### config.mk
export PLATFORM = sky130hd
export DESIGN_NAME = codec_ctrl_port
export DESIGN_NICKNAME = d
export VERILOG_FILES = /design/src/pkg/codec_ctrl_pkg.sv /design/src/logic/codec_ctrl_port.sv /design/src/logic/sync2.sv /design/src/logic/reg_store.sv
export SDC_FILE = /design/constraint.sdc
export NUM_CORES = 1
export LEC_CHECK = 0
export ABC_AREA = 1
export BUFFER_PORTS_ARGS = -buffer_cell sky130_fd_sc_hd__buf_2
export CAP_MARGIN = 20
export CORE_AREA = 2 2 257 259
export DETAILED_ROUTE_END_ITERATION = 10
export DIE_AREA = 0 0 259 261
export GPL_TIMING_DRIVEN = 0
export MAX_ROUTING_LAYER = met4
export PLACE_DENSITY = 0.6
export SLEW_MARGIN = 20
export SYNTH_ARGS = -nofsm -noshare
export SYNTH_HDL_FRONTEND = slang
export SYNTH_HIERARCHICAL = 1
export SYNTH_SLANG_ARGS = --single-unit
### constraint.sdc
create_clock -name clk -period 3.5 [get_ports clk]
set_clock_uncertainty 0.2 [all_clocks]
set_input_delay 0.875 -clock clk [delete_from_list [all_inputs] [get_ports clk]]
set_output_delay 0.875 -clock clk [all_outputs]
set_load 0.05 [all_outputs]
### src/pkg/codec_ctrl_pkg.sv
package codec_ctrl_pkg;

   // Fixed two-wire slave address, binary 0011010
   localparam logic [6:0] I2C_SLAVE_ADDR = 7'h1A;

   // Register set: locations 0x00 to 0x25, all cleared at reset
   localparam int REG_COUNT = 38;
   localparam logic [7:0] REG_RESET = 8'h00;

   // Serial framing
   localparam logic [3:0] BYTE_LEN = 4'h8;
   localparam logic [3:0] BYTE_LAST = 4'h7;
   localparam logic [4:0] SPI_ADDR_LEN = 5'h08;
   localparam logic [4:0] SPI_ADDR_LAST = 5'h07;
   localparam logic [4:0] SPI_FRAME_LEN = 5'h10;
   localparam int SPI_READ_BIT = 7;

   // Pin-function field of the second general-purpose pin
   localparam logic [7:0] PIN_FUNC_REG = 8'h1A;
   localparam int PIN_FUNC_LSB = 3;
   localparam int PIN_FUNC_W = 3;
   localparam logic [2:0] PIN_FUNC_SERIAL_OUT = 3'h1;

   typedef enum logic [3:0] {
      ST_IDLE      = 4'h0,
      ST_ADDR      = 4'h1,
      ST_ADDR_ACK  = 4'h2,
      ST_INDEX     = 4'h3,
      ST_INDEX_ACK = 4'h4,
      ST_WDATA     = 4'h5,
      ST_WDATA_ACK = 4'h6,
      ST_RDATA     = 4'h7,
      ST_RDATA_ACK = 4'h8,
      ST_IGNORE    = 4'h9
   } i2c_state_t;

endpackage

### src/logic/codec_ctrl_port.sv
`timescale 1ns/10ps
`default_nettype none
// Function
// - Answer on the two-wire bus only at seven-bit address 0011010.
// - Data line holds steady while clock is high; changes only with clock low.
// - START is data falling with clock high; STOP is data rising with clock high.
// - A repeated START restarts decoding exactly like a first START.
// - Bus is busy from START until STOP, idle after STOP.
// - Every byte is eight bits, most significant bit first.
// - Ninth clock carries acknowledge; transmitter releases, receiver pulls low.
// - Once addressed, acknowledge address, index and every data byte received.
// - Direction bit zero means write, one means read.
// - Write is address byte, register index byte, then data byte.
// - Written value takes effect at clock rise of the final slave acknowledge.
// - Strap high selects three-wire mode; test/select pin becomes chip select.
// - Three-wire transfers are accepted only while chip select is low.
// - In three-wire mode only, second general pin drives serial read data when its field selects it.
// - Address top bit set requests a read; upper locations mirror registers.
module codec_ctrl_port #(
   parameter int RegCount = codec_ctrl_pkg::REG_COUNT
) (
   input wire logic clk,
   input wire logic srst,
   input wire logic serialClkPin,
   input wire logic serialDataIn,
   output logic serialDataOut,
   output logic serialDataOeN,
   input wire logic ifaceSelStrap,
   input wire logic chipSelectN,
   output logic generalPinTwoOut,
   output logic generalPinTwoOeN,
   output logic regWritePulse,
   output logic [7:0] regWriteIndex,
   output logic [7:0] regWriteValue,
   output logic busBusy,
   output logic threeWireMode
);
   localparam int AW = (RegCount > 1) ? $clog2(RegCount) : 1;

   if (RegCount < 1 || RegCount > 128) begin : g_check
      $error("RegCount must lie between 1 and 128");
   end

   // Index within the implemented register set
   function automatic logic inRange(input logic [7:0] idx);
      return int'(idx) < RegCount;
   endfunction

   codec_ctrl_pkg::i2c_state_t state_q;
   logic sclS, sdaS, csNS, strapS;
   logic sclP_q, sdaP_q, csNP_q;
   logic spiMode_q;
   logic busy_q;
   logic [3:0] bitCnt_q;
   logic [7:0] rxShift_q;
   logic [7:0] txShift_q;
   logic sdaLow_q;
   logic ackSeen_q;
   logic [7:0] index_q;
   logic [4:0] spiCnt_q;
   logic [7:0] spiShift_q;
   logic spiRead_q;
   logic [7:0] spiTx_q;
   logic pinDrive_q;
   logic [7:0] rdData;
   logic [7:0] tapData;
   logic [7:0] readByte;
   logic [2:0] pinFunc;
   logic sclRise, sclFall, startCond, stopCond;
   logic i2cIdxLoad, i2cWrAck, i2cCommit, i2cRdNext;
   logic spiAddrDone, spiDeselect, spiCommit;
   logic wrEn;
   logic [7:0] wrVal;

   // Pins come from the master's domain; the bus clock is only sampled here
   sync2 #(
      .W(4),
      .RESET_VAL(4'hF)
   ) u_pin_sync (
      .clk(clk),
      .srst(srst),
      .d({serialClkPin, serialDataIn, chipSelectN, ifaceSelStrap}),
      .q({sclS, sdaS, csNS, strapS})
   );

   always_ff @(posedge clk) begin
      if (srst) begin
         sclP_q <= 1'b1;
         sdaP_q <= 1'b1;
         csNP_q <= 1'b1;
      end else begin
         sclP_q <= sclS;
         sdaP_q <= sdaS;
         csNP_q <= csNS;
      end
   end

   // Strap is caught while reset is held, so the mode never changes mid-run
   always_ff @(posedge clk) begin
      if (srst) begin
         spiMode_q <= strapS;
      end
   end

   assign sclRise = sclS & ~sclP_q;
   assign sclFall = ~sclS & sclP_q;
   assign startCond = ~spiMode_q & sclS & sclP_q & sdaP_q & ~sdaS;
   assign stopCond = ~spiMode_q & sclS & sclP_q & ~sdaP_q & sdaS;

   always_ff @(posedge clk) begin
      if (srst || spiMode_q || stopCond) begin
         busy_q <= 1'b0;
      end else if (startCond) begin
         busy_q <= 1'b1;
      end
   end

   assign readByte = inRange(index_q) ? rdData : codec_ctrl_pkg::REG_RESET;

   // Two-wire slave; every drive change happens after a sampled clock fall
   always_ff @(posedge clk) begin
      if (srst || spiMode_q || stopCond) begin
         state_q <= codec_ctrl_pkg::ST_IDLE;
         bitCnt_q <= '0;
         rxShift_q <= '0;
         txShift_q <= '0;
         sdaLow_q <= 1'b0;
         ackSeen_q <= 1'b0;
      end else if (startCond) begin
         state_q <= codec_ctrl_pkg::ST_ADDR;
         bitCnt_q <= '0;
         sdaLow_q <= 1'b0;
      end else begin
         unique case (state_q)
            codec_ctrl_pkg::ST_IDLE, codec_ctrl_pkg::ST_IGNORE: begin
               sdaLow_q <= 1'b0;
            end
            codec_ctrl_pkg::ST_ADDR, codec_ctrl_pkg::ST_INDEX,
            codec_ctrl_pkg::ST_WDATA: begin
               if (sclRise && bitCnt_q < codec_ctrl_pkg::BYTE_LEN) begin
                  rxShift_q <= {rxShift_q[6:0], sdaS};
                  bitCnt_q <= bitCnt_q + 4'h1;
               end else if (sclFall && bitCnt_q == codec_ctrl_pkg::BYTE_LEN) begin
                  bitCnt_q <= '0;
                  sdaLow_q <= 1'b1;
                  if (state_q == codec_ctrl_pkg::ST_ADDR) begin
                     if (rxShift_q[7:1] == codec_ctrl_pkg::I2C_SLAVE_ADDR) begin
                        state_q <= codec_ctrl_pkg::ST_ADDR_ACK;
                     end else begin
                        state_q <= codec_ctrl_pkg::ST_IGNORE;
                        sdaLow_q <= 1'b0;
                     end
                  end else if (state_q == codec_ctrl_pkg::ST_INDEX) begin
                     state_q <= codec_ctrl_pkg::ST_INDEX_ACK;
                  end else begin
                     state_q <= codec_ctrl_pkg::ST_WDATA_ACK;
                  end
               end
            end
            codec_ctrl_pkg::ST_ADDR_ACK: begin
               if (sclFall) begin
                  if (rxShift_q[0]) begin
                     state_q <= codec_ctrl_pkg::ST_RDATA;
                     txShift_q <= readByte;
                     sdaLow_q <= ~readByte[7];
                  end else begin
                     state_q <= codec_ctrl_pkg::ST_INDEX;
                     sdaLow_q <= 1'b0;
                  end
               end
            end
            codec_ctrl_pkg::ST_INDEX_ACK, codec_ctrl_pkg::ST_WDATA_ACK: begin
               if (sclFall) begin
                  state_q <= codec_ctrl_pkg::ST_WDATA;
                  sdaLow_q <= 1'b0;
               end
            end
            codec_ctrl_pkg::ST_RDATA: begin
               if (sclFall) begin
                  if (bitCnt_q == codec_ctrl_pkg::BYTE_LAST) begin
                     state_q <= codec_ctrl_pkg::ST_RDATA_ACK;
                     bitCnt_q <= '0;
                     sdaLow_q <= 1'b0;
                  end else begin
                     txShift_q <= {txShift_q[6:0], 1'b0};
                     sdaLow_q <= ~txShift_q[6];
                     bitCnt_q <= bitCnt_q + 4'h1;
                  end
               end
            end
            codec_ctrl_pkg::ST_RDATA_ACK: begin
               if (sclRise) begin
                  ackSeen_q <= ~sdaS;
               end else if (sclFall) begin
                  if (ackSeen_q) begin
                     state_q <= codec_ctrl_pkg::ST_RDATA;
                     txShift_q <= readByte;
                     sdaLow_q <= ~readByte[7];
                  end else begin
                     state_q <= codec_ctrl_pkg::ST_IGNORE;
                  end
               end
            end
            default: begin
               state_q <= codec_ctrl_pkg::ST_IGNORE;
               sdaLow_q <= 1'b0;
            end
         endcase
      end
   end

   assign i2cIdxLoad = (state_q == codec_ctrl_pkg::ST_INDEX) & sclFall
      & (bitCnt_q == codec_ctrl_pkg::BYTE_LEN);
   assign i2cWrAck = (state_q == codec_ctrl_pkg::ST_WDATA_ACK) & sclRise;
   assign i2cCommit = i2cWrAck & inRange(index_q);
   assign i2cRdNext = (state_q == codec_ctrl_pkg::ST_RDATA_ACK) & sclRise & ~sdaS;

   // Three-wire slave; chip select high holds the frame logic in reset
   always_ff @(posedge clk) begin
      if (srst || !spiMode_q || csNS) begin
         spiCnt_q <= '0;
         spiRead_q <= 1'b0;
      end else if (sclRise && spiCnt_q < codec_ctrl_pkg::SPI_FRAME_LEN) begin
         spiCnt_q <= spiCnt_q + 5'h01;
         if (spiCnt_q == codec_ctrl_pkg::SPI_ADDR_LAST) begin
            spiRead_q <= spiShift_q[codec_ctrl_pkg::SPI_READ_BIT - 1];
         end
      end
   end

   always_ff @(posedge clk) begin
      if (srst) begin
         spiShift_q <= '0;
      end else if (spiMode_q && !csNS && sclRise
                   && spiCnt_q < codec_ctrl_pkg::SPI_FRAME_LEN) begin
         spiShift_q <= {spiShift_q[6:0], sdaS};
      end
   end

   // Read data leaves on falling edges so the master can sample on the rise
   always_ff @(posedge clk) begin
      if (srst) begin
         spiTx_q <= '0;
      end else if (spiMode_q && !csNS && sclFall) begin
         if (spiCnt_q == codec_ctrl_pkg::SPI_ADDR_LEN) begin
            spiTx_q <= spiRead_q ? readByte : codec_ctrl_pkg::REG_RESET;
         end else begin
            spiTx_q <= {spiTx_q[6:0], 1'b0};
         end
      end
   end

   assign spiAddrDone = spiMode_q & ~csNS & sclRise
      & (spiCnt_q == codec_ctrl_pkg::SPI_ADDR_LAST);
   assign spiDeselect = spiMode_q & csNS & ~csNP_q;
   // Mirrored upper locations are read-only, so a write there is dropped
   assign spiCommit = spiDeselect & (spiCnt_q == codec_ctrl_pkg::SPI_FRAME_LEN)
      & ~spiRead_q & inRange(index_q);

   // Index is shared: the read path always looks at it, whichever mode set it
   always_ff @(posedge clk) begin
      if (srst) begin
         index_q <= '0;
      end else if (i2cIdxLoad) begin
         index_q <= rxShift_q;
      end else if (spiAddrDone) begin
         index_q <= {1'b0, spiShift_q[5:0], sdaS};
      end else if (i2cWrAck || i2cRdNext) begin
         index_q <= index_q + 8'h01;
      end
   end

   assign wrEn = i2cCommit | spiCommit;
   assign wrVal = spiMode_q ? spiShift_q : rxShift_q;

   reg_store #(
      .Depth(RegCount),
      .AddrW(AW),
      .TapAddr(int'(codec_ctrl_pkg::PIN_FUNC_REG))
   ) u_regs (
      .clk(clk),
      .srst(srst),
      .wrEn(wrEn),
      .wrAddr(index_q[AW-1:0]),
      .wrData(wrVal),
      .rdAddr(index_q[AW-1:0]),
      .rdData(rdData),
      .tapData(tapData)
   );

   assign pinFunc = tapData[codec_ctrl_pkg::PIN_FUNC_LSB +: codec_ctrl_pkg::PIN_FUNC_W];

   always_ff @(posedge clk) begin
      if (srst) begin
         pinDrive_q <= 1'b0;
      end else begin
         pinDrive_q <= spiMode_q && pinFunc == codec_ctrl_pkg::PIN_FUNC_SERIAL_OUT;
      end
   end

   always_ff @(posedge clk) begin
      if (srst) begin
         regWritePulse <= 1'b0;
         regWriteIndex <= '0;
         regWriteValue <= '0;
      end else begin
         regWritePulse <= wrEn;
         regWriteIndex <= index_q;
         regWriteValue <= wrVal;
      end
   end

   // Open-drain data line: only ever pulls low
   assign serialDataOut = 1'b0;
   assign serialDataOeN = ~sdaLow_q;
   assign generalPinTwoOut = spiTx_q[7];
   assign generalPinTwoOeN = ~pinDrive_q;
   assign busBusy = busy_q;
   assign threeWireMode = spiMode_q;
endmodule
`default_nettype wire

### src/logic/sync2.sv
`timescale 1ns/10ps
`default_nettype none
module sync2 #(
   parameter int W = 1,
   parameter logic [W-1:0] RESET_VAL = '0
) (
   input wire logic clk,
   input wire logic srst,
   input wire logic [W-1:0] d,
   output logic [W-1:0] q
);
   logic [W-1:0] meta_q;

   if (W < 1) begin : g_check
      $error("sync2 needs at least one bit");
   end

   // First stage is read by the second stage only
   // No reset on purpose: the strap must reach the mode latch while reset is held
   always_ff @(posedge clk) begin
      meta_q <= d;
      q <= meta_q;
   end
endmodule
`default_nettype wire

### src/logic/reg_store.sv
`timescale 1ns/10ps
`default_nettype none
module reg_store #(
   parameter int Depth = codec_ctrl_pkg::REG_COUNT,
   parameter int AddrW = 6,
   parameter int TapAddr = 0
) (
   input wire logic clk,
   input wire logic srst,
   input wire logic wrEn,
   input wire logic [AddrW-1:0] wrAddr,
   input wire logic [7:0] wrData,
   input wire logic [AddrW-1:0] rdAddr,
   output logic [7:0] rdData,
   output logic [7:0] tapData
);
   logic [7:0] mem_q [Depth];

   if (Depth < 1 || Depth > (1 << AddrW) || TapAddr >= Depth) begin : g_check
      $error("reg_store depth, address width or tap out of range");
   end

   always_ff @(posedge clk) begin
      if (srst) begin
         for (int i = 0; i < Depth; i++) begin
            mem_q[i] <= codec_ctrl_pkg::REG_RESET;
         end
      end else if (wrEn && int'(wrAddr) < Depth) begin
         mem_q[wrAddr] <= wrData;
      end
   end

   // Registered read port; one cycle from address to data
   always_ff @(posedge clk) begin
      if (srst) begin
         rdData <= codec_ctrl_pkg::REG_RESET;
      end else if (int'(rdAddr) < Depth) begin
         rdData <= mem_q[rdAddr];
      end else begin
         rdData <= codec_ctrl_pkg::REG_RESET;
      end
   end

   // Fixed tap so the port logic can see one control field without a read cycle
   assign tapData = mem_q[TapAddr];
endmodule
`default_nettype wire

### Yosys cells after proc, flatten, opt, wreduce, memory -nomap -nowiden

Memories as Yosys holds them, arrays and structs flattened. A register that Yosys moved wholly into a read port is not among the register bits.
Cells that the tools add are included.

* add/sub/neg operators: 3
* equality and inequality tests: 37
* reduce and logical (&&, ||, !) cells: 34
* order comparisons: 4
* multiplexer cells: 56
* bitwise operators: 38

Operators by type and width (count)
* $mux W8: 8
* $mux W4: 15
* $mux W7: 7
* $ne A3 B3 Y1 const B: 9
* $reduce_and A9 Y1: 3
* $ne A2 B2 Y1 const B: 12
* $pmux W4 S6: 1
* $and A1 B1 Y1: 22
* $pmux W7 S3: 1
* $eq A4 B3 Y1 const B: 5
* $mux W1: 19
* $not A1 Y1: 15
* $eq A4 B4 Y1 const B: 3
* $logic_and A1 B1 Y1: 9
* $reduce_and A3 Y1: 3
* $add A8 B1 Y8 const B: 1
* $eq A4 B2 Y1 const B: 2
* $lt A8 B6 Y1 const B: 1
* $pmux W4 S2: 1
* $reduce_and A8 Y1: 1
* $reduce_or A2 Y1: 4
* $reduce_or A8 Y1: 1
* $eq A7 B5 Y1 const B: 1
* $lt A6 B6 Y1 const B: 1
* other kinds (21): 27

* output and inout port bits: 23
* register bits after elaboration: 86
* RAM bits: 304
* word-level logic and storage cells: 196
* memories: 1

Memory list
* u_regs.mem_q: words 38, width 8, rd ports 2, clocked after Yosys merged registers in 1, write ports 38, RTL line reg_store.sv:17 `logic [7:0] mem_q [Depth];`

### Longest topological paths before layout

* word-level depth: 12
* mapped depth: 14
* mapped depth without buffers: 12

### Cells and area by module

The synthesis kept the hierarchy.

By module, submodules not included
* reg_store: times used 1, area an instance 18342.6 sq um, cells each 1958, seq. area each 11691.2 sq um
* codec_ctrl_port: times used 1, area an instance 3932.5 sq um, cells each 580, seq. area each 1571.5 sq um
* sync2: times used 1, area an instance 160.2 sq um, cells each 8, seq. area each 160.2 sq um

### Least setup slack after synthesis

Ideal clock, no wire load.

* path kind: flip-flop to flip-flop
* start point: register spiMode_q, in the netlist threeWireMode
* end point: memory u_regs.mem_q[16][0], enable pin
* cell stages (with the launch flop): 12
* arrival: 2.512 ns
* buffers on the path: 1
* required time: 2.971 ns
* setup slack: 0.459 ns
* cells stage by stage: edfxtp_1 > buf_2 > nand2_1 > nor4_1 > o21bai_1 > inv_1 > nand2_1 > a21oi_1 > nand2_4 > nor3_4 > nand2_4 > nand2_1

RTL lines
* start: declaration: RTL line codec_ctrl_port.sv:52 `logic spiMode_q;`
* start signal: assignment: RTL line codec_ctrl_port.sv:101 `spiMode_q <= strapS;`
* end: declaration: RTL line reg_store.sv:17

==> flow_metrics.tcl <==
set metrics [dict create \
    status "finished, violations left" \
    violations "negative setup slack" \
    syn-cell-area_sq_um 22400 \
    diodes 0 \
    dp_slack_ns -0.718 \
    grtUsageTotal_pct 21.4 \
    peakVddDrop_v 0.000576 \
    final.setup.tns_ns -0.115 \
    cts_tree "done" \
    die_area_sq_um 67600 \
    htreeDepth 2 \
    grt_first_pass_wirelength_microns 104000 \
    criticalPathCategory "in -> reg" \
    first_global_vias 16900 \
    cts_root_buf "clkbuf_16" \
    drv_cap 0 \
    period_share_pct 100 \
    cp-end-kind "flop" \
    grt_overflow 0 \
    final_nets 2730 \
    synth.distinct_cells 41 \
    cts_buffer_depth 3 \
    io_pins 29 \
    finalHoldWorstSlack_ns 0.127 \
    synthSimpleGateAreaFrac_pct 29.8 \
    final_util_pct 39.8 \
    fillerInstances 6564 \
    synth_cells 2546 \
    fin_ws_ns -0.0159 \
    grt_max_degree 15 \
    ys_warn_count 6 \
    stdcell_count 3622 \
    via_count 18100 \
    ys_seq_area_share_pct 59.8 \
    yosys.area.top_type "edfxtp_1" \
    synthXorXnorAreaFrac_pct 0.156 \
    synthAdderAreaFrac_pct 0.279 \
    synthToLayoutAreaGrowth_pct 15.3 \
    dr.pass1.iters 6 \
    yosysTopAreaCellShare_pct 51.5 \
    synth_top_family_by_area "simple AND/OR/NAND/NOR gates" \
    worstHoldPathType "reg -> reg" \
    worstMarginPinSlew_ns 1.36 \
    maxSlewViolCount 0 \
    crit_required_ns 3.54 \
    drive_above_1_share_pct 10.3 \
    p_per_area_nw_per_um2 465 \
    die-width_microns 259 \
    synth-compound-area-share_pct 3.11 \
    relSlewSlack_pct 9.40 \
    crit_path_max_fanout 10 \
    worstPathArrival_ns 3.55 \
    numCtsBuffers 52 \
    drt-total-wl_microns 70700 \
    start_util_pct 34.5 \
    dp.cells 3516 \
    die_h_microns 261 \
    drtAntennaViolNets 0 \
    avgSynthCellArea_sq_um 8.81 \
    synthMuxAreaShare_pct 0 \
    wl_per_cell_microns 19.5 \
    hold_viol 0 \
    setup_viol 8 \
    synth_seq_cells 478 \
    drcViolationCount 0 \
    hold_buffers 0 \
    drt_iter0_markers 2202 \
    finalCriticalPeriod_ns 3.52 \
    antenna_found_initial 0 \
    fmax_mhz 284 \
    place_congestion 0.978 \
    yosys-top-cells-area "edfxtp_1, nand2_1, dfxtp_1" \
    worstSkewPairLatency_ns 0.61 \
    clock-sinks 478 \
    dp_hpwl_microns 48800 \
    p_leak_nw 10.5 \
    path_clk_slew_ns 0.06 \
    coreArea_sq_um 65000 \
    num_rows 94 \
    portBuffers 27 \
    vias_per_cell 4.99 \
    crit_path_start_kind "input pin" \
]
[flip-flops by register name, indices dropped and copies added, names as in the netlist]
register	flops
regWritePulse	1
spiCnt_q	5
u_regs/rdData	8
spiTx_q	8
u_pin_sync/q	4
sdaP_q	1
sclP_q	1
spiRead_q	1
sdaLow_q	1
csNP_q	1
threeWireMode	1
ackSeen_q	1
busBusy	1
u_pin_sync/meta_q	4
txShift_q	7
spiShift_q	8
regWriteIndex	8
pinDrive_q	1
rxShift_q	8
regWriteValue	8
u_regs/mem_q	384
state_q	4
bitCnt_q	4
index_q	8
[where the power goes]
part	internal [mW]	total [mW]	switching, mW
clock	2.86	5.13	2.27
combinational	0.120	0.479	0.359
sequential	6.35	6.42	0.0726
[critical path, stage by stage]
cell,delay [ns]
buf_2,0.15
inv_1,0.11
clkdlybuf4s15_1,0.93
clkbuf_1,0.95
nand2_1,0.51
[path summary, 6_finish.rpt]
path                                           start            endpoint  slack [ns]  depth (start not counted)
worst max-delay path                            srst  u_regs/mem_q[3][7]       -0.02                          5
worst min-delay path            u_pin_sync/meta_q[0]     u_pin_sync/q[0]        0.13                          0
worst max register to register            index_q[3]  u_regs/mem_q[1][3]        0.11                         13
worst min register to register  u_pin_sync/meta_q[0]     u_pin_sync/q[0]        0.13                          0
[area by class of cell]
cell class,instances,area [sq um],area share [%]
Buffer,126,556,2.15
Clock inverter,25,180,0.696
Tap cell,864,1080,4.18
Sequential cell,478,13400,51.9
Timing Repair Buffer,43,355,1.37
Multi-Input combinational cell,1759,7930,30.6
Inverter,259,972,3.76
Clock buffer,68,1380,5.34
[timing repair]
action,in CTS,in global routing
setup buffers,16,0
setup endpoints to repair,440,356
resized for setup,16,45
pin swaps,8,3
[synthesized netlist by cell type (all sizes together)]
library cell and n:
nor4 4, o21bai 1, nand4 15, inv 259, nand2 751, a21oi 57
nor3b 1, xnor2 1, nand3b 5, nand3 273, buf 64, dfxtp 93
a22oi 1, a31oi 6, xor2 3, nor2b 1, ha 5, o21ai 58
o211a 1, conb 2, edfxtp 385, nor2 469, or2 1, nor3 17
clkbuf 65, o211ai 8
[cell usage in the layout, fill, tap and decap left out, types with 44 or more instances in the layout]
| master | n |
|---|---|
| a21oi_1 | 57 |
| buf_2 | 66 |
| clkbuf_1 | 69 |
| clkbuf_16 | 52 |
| conb_1 | 81 |
| dfxtp_1 | 92 |
| edfxtp_1 | 385 |
| inv_1 | 253 |
| nand2_1 | 672 |
| nand2_2 | 44 |
| nand3_1 | 268 |
| nor2_1 | 454 |
| o21ai_0 | 55 |
[cells by family (layout without fill, tap and decap cells)]
family | after synthesis | count (layout)
fa+ha+maj | 5 | 5
buf+inv | 388 | 521
simple gates | 1537 | 1537
flops | 478 | 478
compound gates | 132 | 132
other cells | 2 | 81
xor+xnor | 4 | 4
[per-layer routing]
layer,wire length [microns],global-route usage [%],up-vias
met2,32800,34.3,884
li1,-,-,8501
met5,0,-,-
met1,28100,27.4,8493
met4,3010,8.24,0
met3,6790,3.29,184
[per-stage QoR]
step	cell area (sq um)	total power, mW
floorplan	22700	6.84
global placement	23900	6.99
detailed placement	23900	7.00
CTS	25800	12.1
global route	25900	12.4
finish	25900	12.0
No activity file was read; power rests on OpenSTA's default activity.
